[src/trig_ack_defines.svh]
`ifndef TRIG_ACK_DEFINES_SVH
`define TRIG_ACK_DEFINES_SVH

`define OUT_TRIG_ACK_OFFSET   12'h010
`define APP_TRIG_SET_OFFSET   12'h014
`define APP_TRIG_CLEAR_OFFSET 12'h018
`define NUM_OUT_TRIG          10
`define NUM_CHANNELS          4
`define APP_TRIG_RESET        4'h0

`endif

[src/trig_ack_pkg.sv]
package trig_ack_pkg;
   typedef logic [9:0] trig_vec_t;
   typedef logic [3:0] chan_vec_t;
endpackage

[src/trig_ack_app.sv]
`timescale 1ns/1ps
`include "trig_ack_defines.svh"
module trig_ack_app (
   input  wire logic                   pclk,
   input  wire logic                   presetn,
   input  wire logic                   psel,
   input  wire logic                   penable,
   input  wire logic                   pwrite,
   input  wire logic [11:0]            paddr,
   input  wire logic [31:0]            pwdata,
   output logic      [31:0]            prdata,
   output logic                        pready,
   output logic                        pslverr,
   input  wire logic [3:0]             implemented_trigger_count,
   input  wire trig_ack_pkg::trig_vec_t channel_to_trigger_map,
   input  wire trig_ack_pkg::trig_vec_t trig_connected,
   input  wire trig_ack_pkg::trig_vec_t trig_self_ack,
   input  wire logic                   global_mapping_enable,
   input  wire logic                   software_lock_state,
   input  wire trig_ack_pkg::chan_vec_t other_channel_events,
   output trig_ack_pkg::trig_vec_t     out_trigger,
   output trig_ack_pkg::chan_vec_t     channel_event_out,
   output trig_ack_pkg::chan_vec_t     app_trigger_state
);

   // ----------------------------------------
   // bus decode
   // ----------------------------------------
   logic wr_en;
   logic ack_wr;
   logic set_wr;
   logic clr_wr;
   assign pready  = 1'b1;
   assign pslverr = 1'b0;
   // locked writes are dropped silently
   assign wr_en  = psel && penable && pwrite && !software_lock_state;
   assign ack_wr = wr_en && (paddr == `OUT_TRIG_ACK_OFFSET);
   assign set_wr = wr_en && (paddr == `APP_TRIG_SET_OFFSET);
   assign clr_wr = wr_en && (paddr == `APP_TRIG_CLEAR_OFFSET);

   a_lock_no_write: assert property (@(posedge pclk) disable iff (!presetn)
      software_lock_state |-> !wr_en)
      else $error("write accepted while locked");

   a_decode_exclusive: assert property (@(posedge pclk) disable iff (!presetn)
      $onehot0({ack_wr, set_wr, clr_wr}))
      else $error("more than one register decoded");

   // ----------------------------------------
   // output trigger latch and acknowledge
   // ----------------------------------------
   trig_ack_pkg::trig_vec_t trig_reg;
   trig_ack_pkg::trig_vec_t trig_next;
   trig_ack_pkg::trig_vec_t ack_ok;

   always_comb begin
      for (int i = 0; i < `NUM_OUT_TRIG; i++) begin
         ack_ok[i] = ack_wr && pwdata[i]
                     && (4'(i) < implemented_trigger_count)
                     && trig_connected[i]
                     && !trig_self_ack[i]
                     && !channel_to_trigger_map[i];
      end
      // new triggers only while enabled; latched ones persist
      trig_next = trig_reg;
      if (global_mapping_enable) begin
         trig_next = trig_next | channel_to_trigger_map;
      end
      // clearing an inactive bit is a no-op by construction
      trig_next = trig_next & ~ack_ok;
   end

   always_ff @(posedge pclk or negedge presetn) begin
      if (!presetn) begin
         trig_reg <= '0;
      end else begin
         trig_reg <= trig_next;
      end
   end
   assign out_trigger = trig_reg;

   a_ack_mapped: assert property (@(posedge pclk) disable iff (!presetn)
      presetn && channel_to_trigger_map[0] && global_mapping_enable |=> trig_reg[0])
      else $error("trigger dropped while mapping active");

   a_ack_map_block: assert property (@(posedge pclk) disable iff (!presetn)
      (ack_ok & channel_to_trigger_map) == 10'h000)
      else $error("ack accepted while mapping output active");

   a_ack_count: assert property (@(posedge pclk) disable iff (!presetn)
      ack_wr && pwdata[9] && trig_reg[9] && implemented_trigger_count <= 4'h9 |=> trig_reg[9])
      else $error("ack accepted above trigger count");

   a_ack_count_edge: assert property (@(posedge pclk) disable iff (!presetn)
      ack_wr && pwdata[8] && trig_reg[8] && implemented_trigger_count <= 4'h8 |=> trig_reg[8])
      else $error("ack accepted for unimplemented trigger");

   a_ack_unconnected: assert property (@(posedge pclk) disable iff (!presetn)
      (ack_ok & ~trig_connected) == 10'h000)
      else $error("ack accepted for unconnected trigger");

   a_ack_self: assert property (@(posedge pclk) disable iff (!presetn)
      (ack_ok & trig_self_ack) == 10'h000)
      else $error("ack accepted for self acknowledging trigger");

   a_ack_locked: assert property (@(posedge pclk) disable iff (!presetn)
      software_lock_state |-> ack_ok == 10'h000)
      else $error("ack accepted while locked");

   a_ack_deactivates: assert property (@(posedge pclk) disable iff (!presetn)
      ack_ok != 10'h000 |=> (trig_reg & $past(ack_ok)) == 10'h000)
      else $error("acknowledged trigger still active");

   a_ack_zero_keeps: assert property (@(posedge pclk) disable iff (!presetn)
      ack_wr && !pwdata[0] && trig_reg[0] |=> trig_reg[0])
      else $error("zero ack bit deactivated trigger");

   a_ack_inactive: assert property (@(posedge pclk) disable iff (!presetn)
      ack_wr && !trig_reg[5] && !(global_mapping_enable && channel_to_trigger_map[5])
      |=> !trig_reg[5])
      else $error("ack of inactive trigger changed it");

   a_ack_upper_bits: assert property (@(posedge pclk) disable iff (!presetn)
      ack_wr && pwdata[9:0] == 10'h000 |=> (~trig_reg & $past(trig_reg)) == 10'h000)
      else $error("upper ack bits deactivated a trigger");

   a_trig_persist: assert property (@(posedge pclk) disable iff (!presetn)
      trig_reg[1] && !ack_ok[1] |=> trig_reg[1])
      else $error("trigger lost without acknowledge");

   a_trig_drop_ack: assert property (@(posedge pclk) disable iff (!presetn)
      trig_reg != 10'h000 |=> (~trig_reg & $past(trig_reg))
      == ($past(trig_reg) & $past(ack_ok)))
      else $error("trigger dropped without acknowledge");

   a_no_new_trig: assert property (@(posedge pclk) disable iff (!presetn)
      !global_mapping_enable && !trig_reg[2] |=> !trig_reg[2])
      else $error("new trigger without global enable");

   a_trig_no_rise: assert property (@(posedge pclk) disable iff (!presetn)
      !global_mapping_enable |=> (trig_reg & ~$past(trig_reg)) == 10'h000)
      else $error("trigger raised with global enable off");

   a_trig_latch: assert property (@(posedge pclk) disable iff (!presetn)
      presetn && global_mapping_enable |=> (trig_reg & $past(channel_to_trigger_map))
      == $past(channel_to_trigger_map))
      else $error("mapping output not latched");

   // ----------------------------------------
   // application trigger state
   // ----------------------------------------
   trig_ack_pkg::chan_vec_t app_reg;
   trig_ack_pkg::chan_vec_t app_next;

   always_comb begin
      app_next = app_reg;
      if (clr_wr) begin
         app_next = app_next & ~pwdata[3:0];
      end
      if (set_wr) begin
         app_next = app_next | pwdata[3:0];
      end
   end

   always_ff @(posedge pclk or negedge presetn) begin
      if (!presetn) begin
         app_reg <= `APP_TRIG_RESET;
      end else begin
         app_reg <= app_next;
      end
   end
   assign app_trigger_state = app_reg;

   a_app_set_effect: assert property (@(posedge pclk) disable iff (!presetn)
      set_wr && !clr_wr |=> ((app_reg & $past(pwdata[3:0])) == $past(pwdata[3:0])))
      else $error("app set write did not set state");

   a_app_clear_effect: assert property (@(posedge pclk) disable iff (!presetn)
      clr_wr && !set_wr |=> ((app_reg & $past(pwdata[3:0])) == 4'h0))
      else $error("app clear write did not clear state");

   a_app_hold: assert property (@(posedge pclk) disable iff (!presetn)
      !set_wr && !clr_wr |=> $stable(app_reg))
      else $error("app state changed without write");

   a_lock_blocks: assert property (@(posedge pclk) disable iff (!presetn)
      software_lock_state |=> $stable(app_reg))
      else $error("app state changed while locked");

   a_app_set_keeps: assert property (@(posedge pclk) disable iff (!presetn)
      set_wr |=> (app_reg & ~$past(pwdata[3:0])) == ($past(app_reg) & ~$past(pwdata[3:0])))
      else $error("zero set bit changed state");

   a_app_clr_keeps: assert property (@(posedge pclk) disable iff (!presetn)
      clr_wr |=> (app_reg & ~$past(pwdata[3:0])) == ($past(app_reg) & ~$past(pwdata[3:0])))
      else $error("zero clear bit changed state");

   a_app_upper_set: assert property (@(posedge pclk) disable iff (!presetn)
      set_wr && pwdata[3:0] == 4'h0 |=> $stable(app_reg))
      else $error("upper set bits changed state");

   a_app_reset: assert property (@(posedge pclk)
      $rose(presetn) |-> app_reg == `APP_TRIG_RESET)
      else $error("app state not zero after reset");

   // ----------------------------------------
   // channel events
   // ----------------------------------------
   trig_ack_pkg::chan_vec_t chan_reg;
   trig_ack_pkg::chan_vec_t chan_next;

   always_comb begin
      chan_next = other_channel_events;
      if (global_mapping_enable) begin
         chan_next = chan_next | app_reg;
      end
   end

   always_ff @(posedge pclk or negedge presetn) begin
      if (!presetn) begin
         chan_reg <= '0;
      end else begin
         chan_reg <= chan_next;
      end
   end
   assign channel_event_out = chan_reg;

   a_chan_merge: assert property (@(posedge pclk) disable iff (!presetn)
      presetn && global_mapping_enable |=> channel_event_out
      == ($past(other_channel_events) | $past(app_reg)))
      else $error("channel events miss app state");

   a_chan_disabled: assert property (@(posedge pclk) disable iff (!presetn)
      presetn && !global_mapping_enable |=> channel_event_out == $past(other_channel_events))
      else $error("app state driven with global enable off");

   a_chan_set_event: assert property (@(posedge pclk) disable iff (!presetn)
      set_wr && global_mapping_enable ##1 global_mapping_enable
      |=> (channel_event_out & $past(pwdata[3:0], 2)) == $past(pwdata[3:0], 2))
      else $error("set write raised no channel event");

   a_chan_clr_event: assert property (@(posedge pclk) disable iff (!presetn)
      clr_wr ##1 1'b1
      |=> (channel_event_out & $past(pwdata[3:0], 2) & ~$past(other_channel_events)) == 4'h0)
      else $error("clear write left channel event");

   // ----------------------------------------
   // read data
   // ----------------------------------------
   logic [31:0] rd_next;
   logic [31:0] rd_reg;

   always_comb begin
      rd_next = rd_reg;
      if (psel && !penable && !pwrite) begin
         rd_next = 32'h0000_0000;
         if (paddr == `APP_TRIG_SET_OFFSET) begin
            rd_next = {28'h000_0000, app_reg};
         end
      end
   end

   always_ff @(posedge pclk or negedge presetn) begin
      if (!presetn) begin
         rd_reg <= 32'h0000_0000;
      end else begin
         rd_reg <= rd_next;
      end
   end
   assign prdata = rd_reg;

   a_read_set: assert property (@(posedge pclk) disable iff (!presetn)
      psel && !penable && !pwrite && paddr == `APP_TRIG_SET_OFFSET
      |=> prdata == {28'h000_0000, $past(app_reg)})
      else $error("set readback wrong");

   a_read_ack_zero: assert property (@(posedge pclk) disable iff (!presetn)
      psel && !penable && !pwrite && paddr == `OUT_TRIG_ACK_OFFSET
      |=> prdata == 32'h0000_0000)
      else $error("ack register read not zero");

   a_read_clr_zero: assert property (@(posedge pclk) disable iff (!presetn)
      psel && !penable && !pwrite && paddr == `APP_TRIG_CLEAR_OFFSET
      |=> prdata == 32'h0000_0000)
      else $error("clear register read not zero");

   a_read_stands: assert property (@(posedge pclk) disable iff (!presetn)
      !(psel && !penable && !pwrite) |=> $stable(prdata))
      else $error("read data changed outside read setup");

endmodule

[config.mk]
export PLATFORM = sky130hd
export DESIGN_NAME = trig_ack_app
export DESIGN_NICKNAME = d
export VERILOG_FILES = /design/src/trig_ack_pkg.sv /design/src/trig_ack_app.sv
export VERILOG_INCLUDE_DIRS = /design/src /design/src/src
export SDC_FILE = /design/constraint.sdc
export NUM_CORES = 1
export LEC_CHECK = 0
export BUFFER_PORTS_ARGS = -buffer_cell sky130_fd_sc_hd__buf_4
export CORE_MARGIN = 10
export CORE_UTILIZATION = 30
export DETAILED_ROUTE_END_ITERATION = 10
export PLACE_DENSITY_LB_ADDON = 0.05
export SYNTH_ARGS = -nofsm -noshare
export SYNTH_HDL_FRONTEND = slang
export SYNTH_SLANG_ARGS = --single-unit
[constraint.sdc]
create_clock -name pclk -period 0.8 [get_ports pclk]
set_input_delay 0.2 -clock pclk [delete_from_list [all_inputs] [get_ports pclk]]
set_output_delay 0.2 -clock pclk [all_outputs]
set_load 0.1 [all_outputs]
==> summary.txt <==
Status
  • Result of the run: finished with violations
  • Failing checks: setup timing

STA
  • Worst setup skew after layout: slightly below 4 ps
  • Final number of setup-violating endpoints: 44
  • FMAX: about 870 MHz
  • Post-route clock period utilization: 143%
  • Unrepaired setup endpoints after global routing: yes
  • Min Tclk post-route: about 1100 ps
  • Max-slew violation count: 0
  • Fin. Hold Viols: 0
  • Final WS setup: -344 ps

GRT
  • Total routing resource utilization after global routing: 12.5%
  • Antenna violations before repair: 0
  • Vias in the first global route: around 1500
  • Total gr overflow: 0
  • Wire length of the first global-routing pass: approximately 7600 microns
  • Largest net degree at the start of global routing: 23

Placed design
  • Port-buffer cells: ~90
  • DPL Wire Length: slightly above 4000 microns
  • Area after detailed placement: about 0.0021 sq mm
  • Final Wtd Congestion: ~0.73
  • Placed cell count: around 280

Synth
  • Warning count from the yosys run: 0
  • Avg Cell Area, Syn: 10.0 sq um
  • Area share of the leading cell type in the synthesized netlist: roughly two fifths
  • Share of synthesized area spent on multiplexers: 0%
  • Simple logic cell fraction of the synthesized area: a little over a fifth
  • Largest cells by area after synthesis: sky130_fd_sc_hd__dfrtp_1 41%, sky130_fd_sc_hd__buf_4 17%, sky130_fd_sc_hd__a21oi_1 7.4%, sky130_fd_sc_hd__a22o_1 5.2%, sky130_fd_sc_hd__nor4bb_1 3.7%
  • Cell area after technology mapping: 0.00134 sq mm
  • Number of register bits inferred by synthesis: 22
  • Mapped Cells: approximately 130
  • Share of the synthesized netlist area taken by xor and xnor gates: 0%
  • Main combinational cell family by area after synthesis: simple AND/OR/NAND/NOR gates
  • Share of the yosys chip area belonging to registers: 41.0%
  • Share of the synthesized area in compound gates (AO/OA/AOI/OAI): between 10% and 20%
  • Number of distinct library cells after synthesis: 30
  • Post-Synth Adder-Cell Area: 0%
  • Cell taking the most area after synthesis: sky130_fd_sc_hd__dfrtp_1

Clock tree
  • Clk Latency, worst-skew pair: about 260 ps
  • Clk Tree Root Cell: sky130_fd_sc_hd__clkbuf_8
  • Cts bufs inserted: 3
  • Clock edge transition at the registers on the reported setup and hold paths: about 80 ps
  • CTS sink count: 22
  • Maximum level of the CTS H-tree: 1
  • CTS tree: yes
  • Number of buffers on the longest clock path: 2

Final layout
  • Fillers: ~370
  • Antenna diode instance count: 0
  • Signed area change from the synthesized netlist to the final layout: 95.1%
  • Area of all placed cells without fillers: 0.00262 sq mm
  • Finished Layout Cells: between 200 and 300
  • Fraction of final layout cells sized beyond drive strength 1: roughly 63%
  • Net total in the final layout: ~330

Detailed routing
  • Antenna viol nets, final: 0
  • Vias per std cell: around 4.6
  • Number of optimization iterations in the first detailed-route pass: 4
  • First DRT Iteration DRCs: 47
  • Vias: around 1400
  • Avg WL per Cell: 16.9 microns
  • Final Routed Wirelength: approximately 5000 microns
  • DRC violation count after routing: 0

Pwr
  • Final Power: ~3 mW
  • Switching Share: roughly 40%
  • Leakage: between 1 and 1.5 nW
  • Part of the total power dissipated in sequential elements: between 30 and 40%
  • Clk pwr share: between 20% and 30%
  • Switching power summed over all nets: around 1.2 mW
  • Internal power consumption: 1.81 mW
  • Power per standard cell area: 1150 mW/mm^2
  • Largest vdd supply drop: roughly 0.64 mV
  • Share of power burned in combinational logic: between 40% and 50%

Floorplan
  • Horiz. Die Dim: roughly 87 microns
  • I/O pin count: 141
  • Count of standard-cell rows: 24
  • Total core area: ~0.0044 sq mm
  • Die extent in y: a little under 90 microns
  • Total Die Area: around 0.0076 sq mm
  • Effective utilization at floorplan: a little under a third

Setup path
  • Critical path start-end classification: reg -> out
  • Crit-path max cell delay: 510 ps
  • Required arrival time at the worst endpoint: around 600 ps
  • Slowest library cell on the worst path: sky130_fd_sc_hd__dfrtp_4
  • CP max FO: 2
  • Cell depth of the worst flop-to-flop path: 3
  • Critical Path End Type: primary output
  • CP Cell Sequence: buf_12
  • Worst setup slack for register-to-register paths: -180 ps
  • Reg-to-reg critical path endpoint: channel_event_out[0]$_DFF_PN0_
  • Arrival time of data at the critical path endpoint: between 900 and 1000 ps
  • Number of buffer and inverter instances along the worst setup path: 1
  • Kind of cell with the highest combined delay on the critical path: flip-flops
  • Worst setup SP type: flip-flop

Job
  • Max-Cap Viols: 0

Worst hold path
  • Number of cells traversed by the worst hold path: 2
  • Hold_sp: other_channel_events[1]
  • WHS Endpoint: channel_event_out[1]$_DFF_PN0_
  • Worst hold-check path type: in -> reg
through the flow:
step	setup WS, ps	TNS [ps]	hold slack, ps	utilization, %
after global placement	-587	-11850	106	49.0
after floorplan	-349	-5910	-95.6	-
after detailed placement	-635	-12620	113	49.0
after global routing	-370	-13320	106	60.2
after CTS	-344	-12540	114	59.3
final	-344	-12040	118	60.2
cells in the mapped netlist:
master,instances
sky130_fd_sc_hd__o21ai_0,1
sky130_fd_sc_hd__nor2_1,8
sky130_fd_sc_hd__nand4b_1,1
sky130_fd_sc_hd__o311a_1,1
sky130_fd_sc_hd__dfrtp_1,22
sky130_fd_sc_hd__nor4b_4,1
sky130_fd_sc_hd__and4b_1,1
sky130_fd_sc_hd__nand4_1,1
sky130_fd_sc_hd__buf_4,30
sky130_fd_sc_hd__nor4b_1,1
sky130_fd_sc_hd__a31o_2,1
sky130_fd_sc_hd__nor3_2,1
sky130_fd_sc_hd__or4bb_1,4
sky130_fd_sc_hd__o31a_1,1
sky130_fd_sc_hd__nor3_1,1
sky130_fd_sc_hd__nor4bb_1,5
sky130_fd_sc_hd__a31oi_1,3
sky130_fd_sc_hd__nand2_1,7
sky130_fd_sc_hd__a21oi_1,20
sky130_fd_sc_hd__a21o_1,4
sky130_fd_sc_hd__clkbuf_1,3
sky130_fd_sc_hd__o21a_1,1
sky130_fd_sc_hd__nand3_1,1
sky130_fd_sc_hd__nor4_4,1
sky130_fd_sc_hd__conb_1,2
sky130_fd_sc_hd__nand2b_1,1
sky130_fd_sc_hd__a22o_1,8
sky130_fd_sc_hd__and4_4,1
sky130_fd_sc_hd__nand3b_2,1
sky130_fd_sc_hd__nor2_4,1
cells in the final DEF, fill, tap and decap left out, types with 2 or more instances in the layout:
master                     Yosys  layout
sky130_fd_sc_hd__nor2_1        8       7
sky130_fd_sc_hd__buf_4        30      75
sky130_fd_sc_hd__conb_1        2      30
sky130_fd_sc_hd__a21oi_1      20      13
sky130_fd_sc_hd__a21oi_2       0       7
sky130_fd_sc_hd__nand2_1       7       5
sky130_fd_sc_hd__a22o_1        8       8
sky130_fd_sc_hd__nor2_4        1       2
sky130_fd_sc_hd__buf_12        0      22
sky130_fd_sc_hd__a21o_1        4       4
sky130_fd_sc_hd__nor4bb_1      5       5
sky130_fd_sc_hd__clkbuf_8      0       3
sky130_fd_sc_hd__buf_6         0      13
sky130_fd_sc_hd__a31oi_1       3       3
sky130_fd_sc_hd__nand2_2       0       2
sky130_fd_sc_hd__dfrtp_4       0      22
sky130_fd_sc_hd__or4bb_1       4       4
timing repair:
action	CTS	global route
gates resized for setup	85	8
hold buffers	1	0
endpoints found under the setup margin	42	44
pin swaps	10	9
hold endpoints to repair	22	0
setup buffers	6	3
layout make-up:
type | instances | area, sq um | area share [%]
Tap cell | 52 | 65.1 | 2.48
Timing Repair Buffer | 111 | 1160 | 44.2
Clock buffer | 3 | 41.3 | 1.58
Sequential cell | 22 | 633 | 24.2
Multi-Input combinational cell | 107 | 722 | 27.5
kinds of logic (layout without fill, tap and decap cells):
kind of cell,Yosys count,in the layout
DFF,22,22
AOI/OAI and AO/OA,40,40
buffers and inverters,33,114
and+or+nand+nor,37,37
other,2,30
worst max path at each step:
stage,startpoint,endpoint,slack (ps),cells past startpoint
2_1_floorplan,paddr[5],flip-flop,-350,4
3_3_place_gp,paddr[5],out_trigger[6]$_DFF_PN0_,-590,5
3_5_place_dp,paddr[9],out_trigger[9]$_DFF_PN0_,-640,5
4_1_cts,out_trigger[0]$_DFF_PN0_,out_trigger[0],-340,1
5_1_grt,prdata[3]$_DFFE_PN0P_,prdata[3],-370,1
6_report,prdata[3]$_DFFE_PN0P_,prdata[3],-340,1
power by group through the flow:
stage,Combinational [mW],Sequential [mW],Clock [mW]
floorplan,0.808,1.24,0
global route,1.26,1.14,0.760
CTS,1.20,1.13,0.706
global placement,1.14,1.16,0
detailed placement,1.15,1.16,0
finish,1.21,1.13,0.676
metal layers:
metal	up-vias	global-route usage, %	wire length, microns	share of wire, %
met5	-	0	0	0
met4	0	5.45	88	1.8
met3	6	5.71	636	13
met2	90	20.1	2290	46
met1	620	13.8	1960	39
li1	647	-	-	-
(Power assumes the default switching activity.)
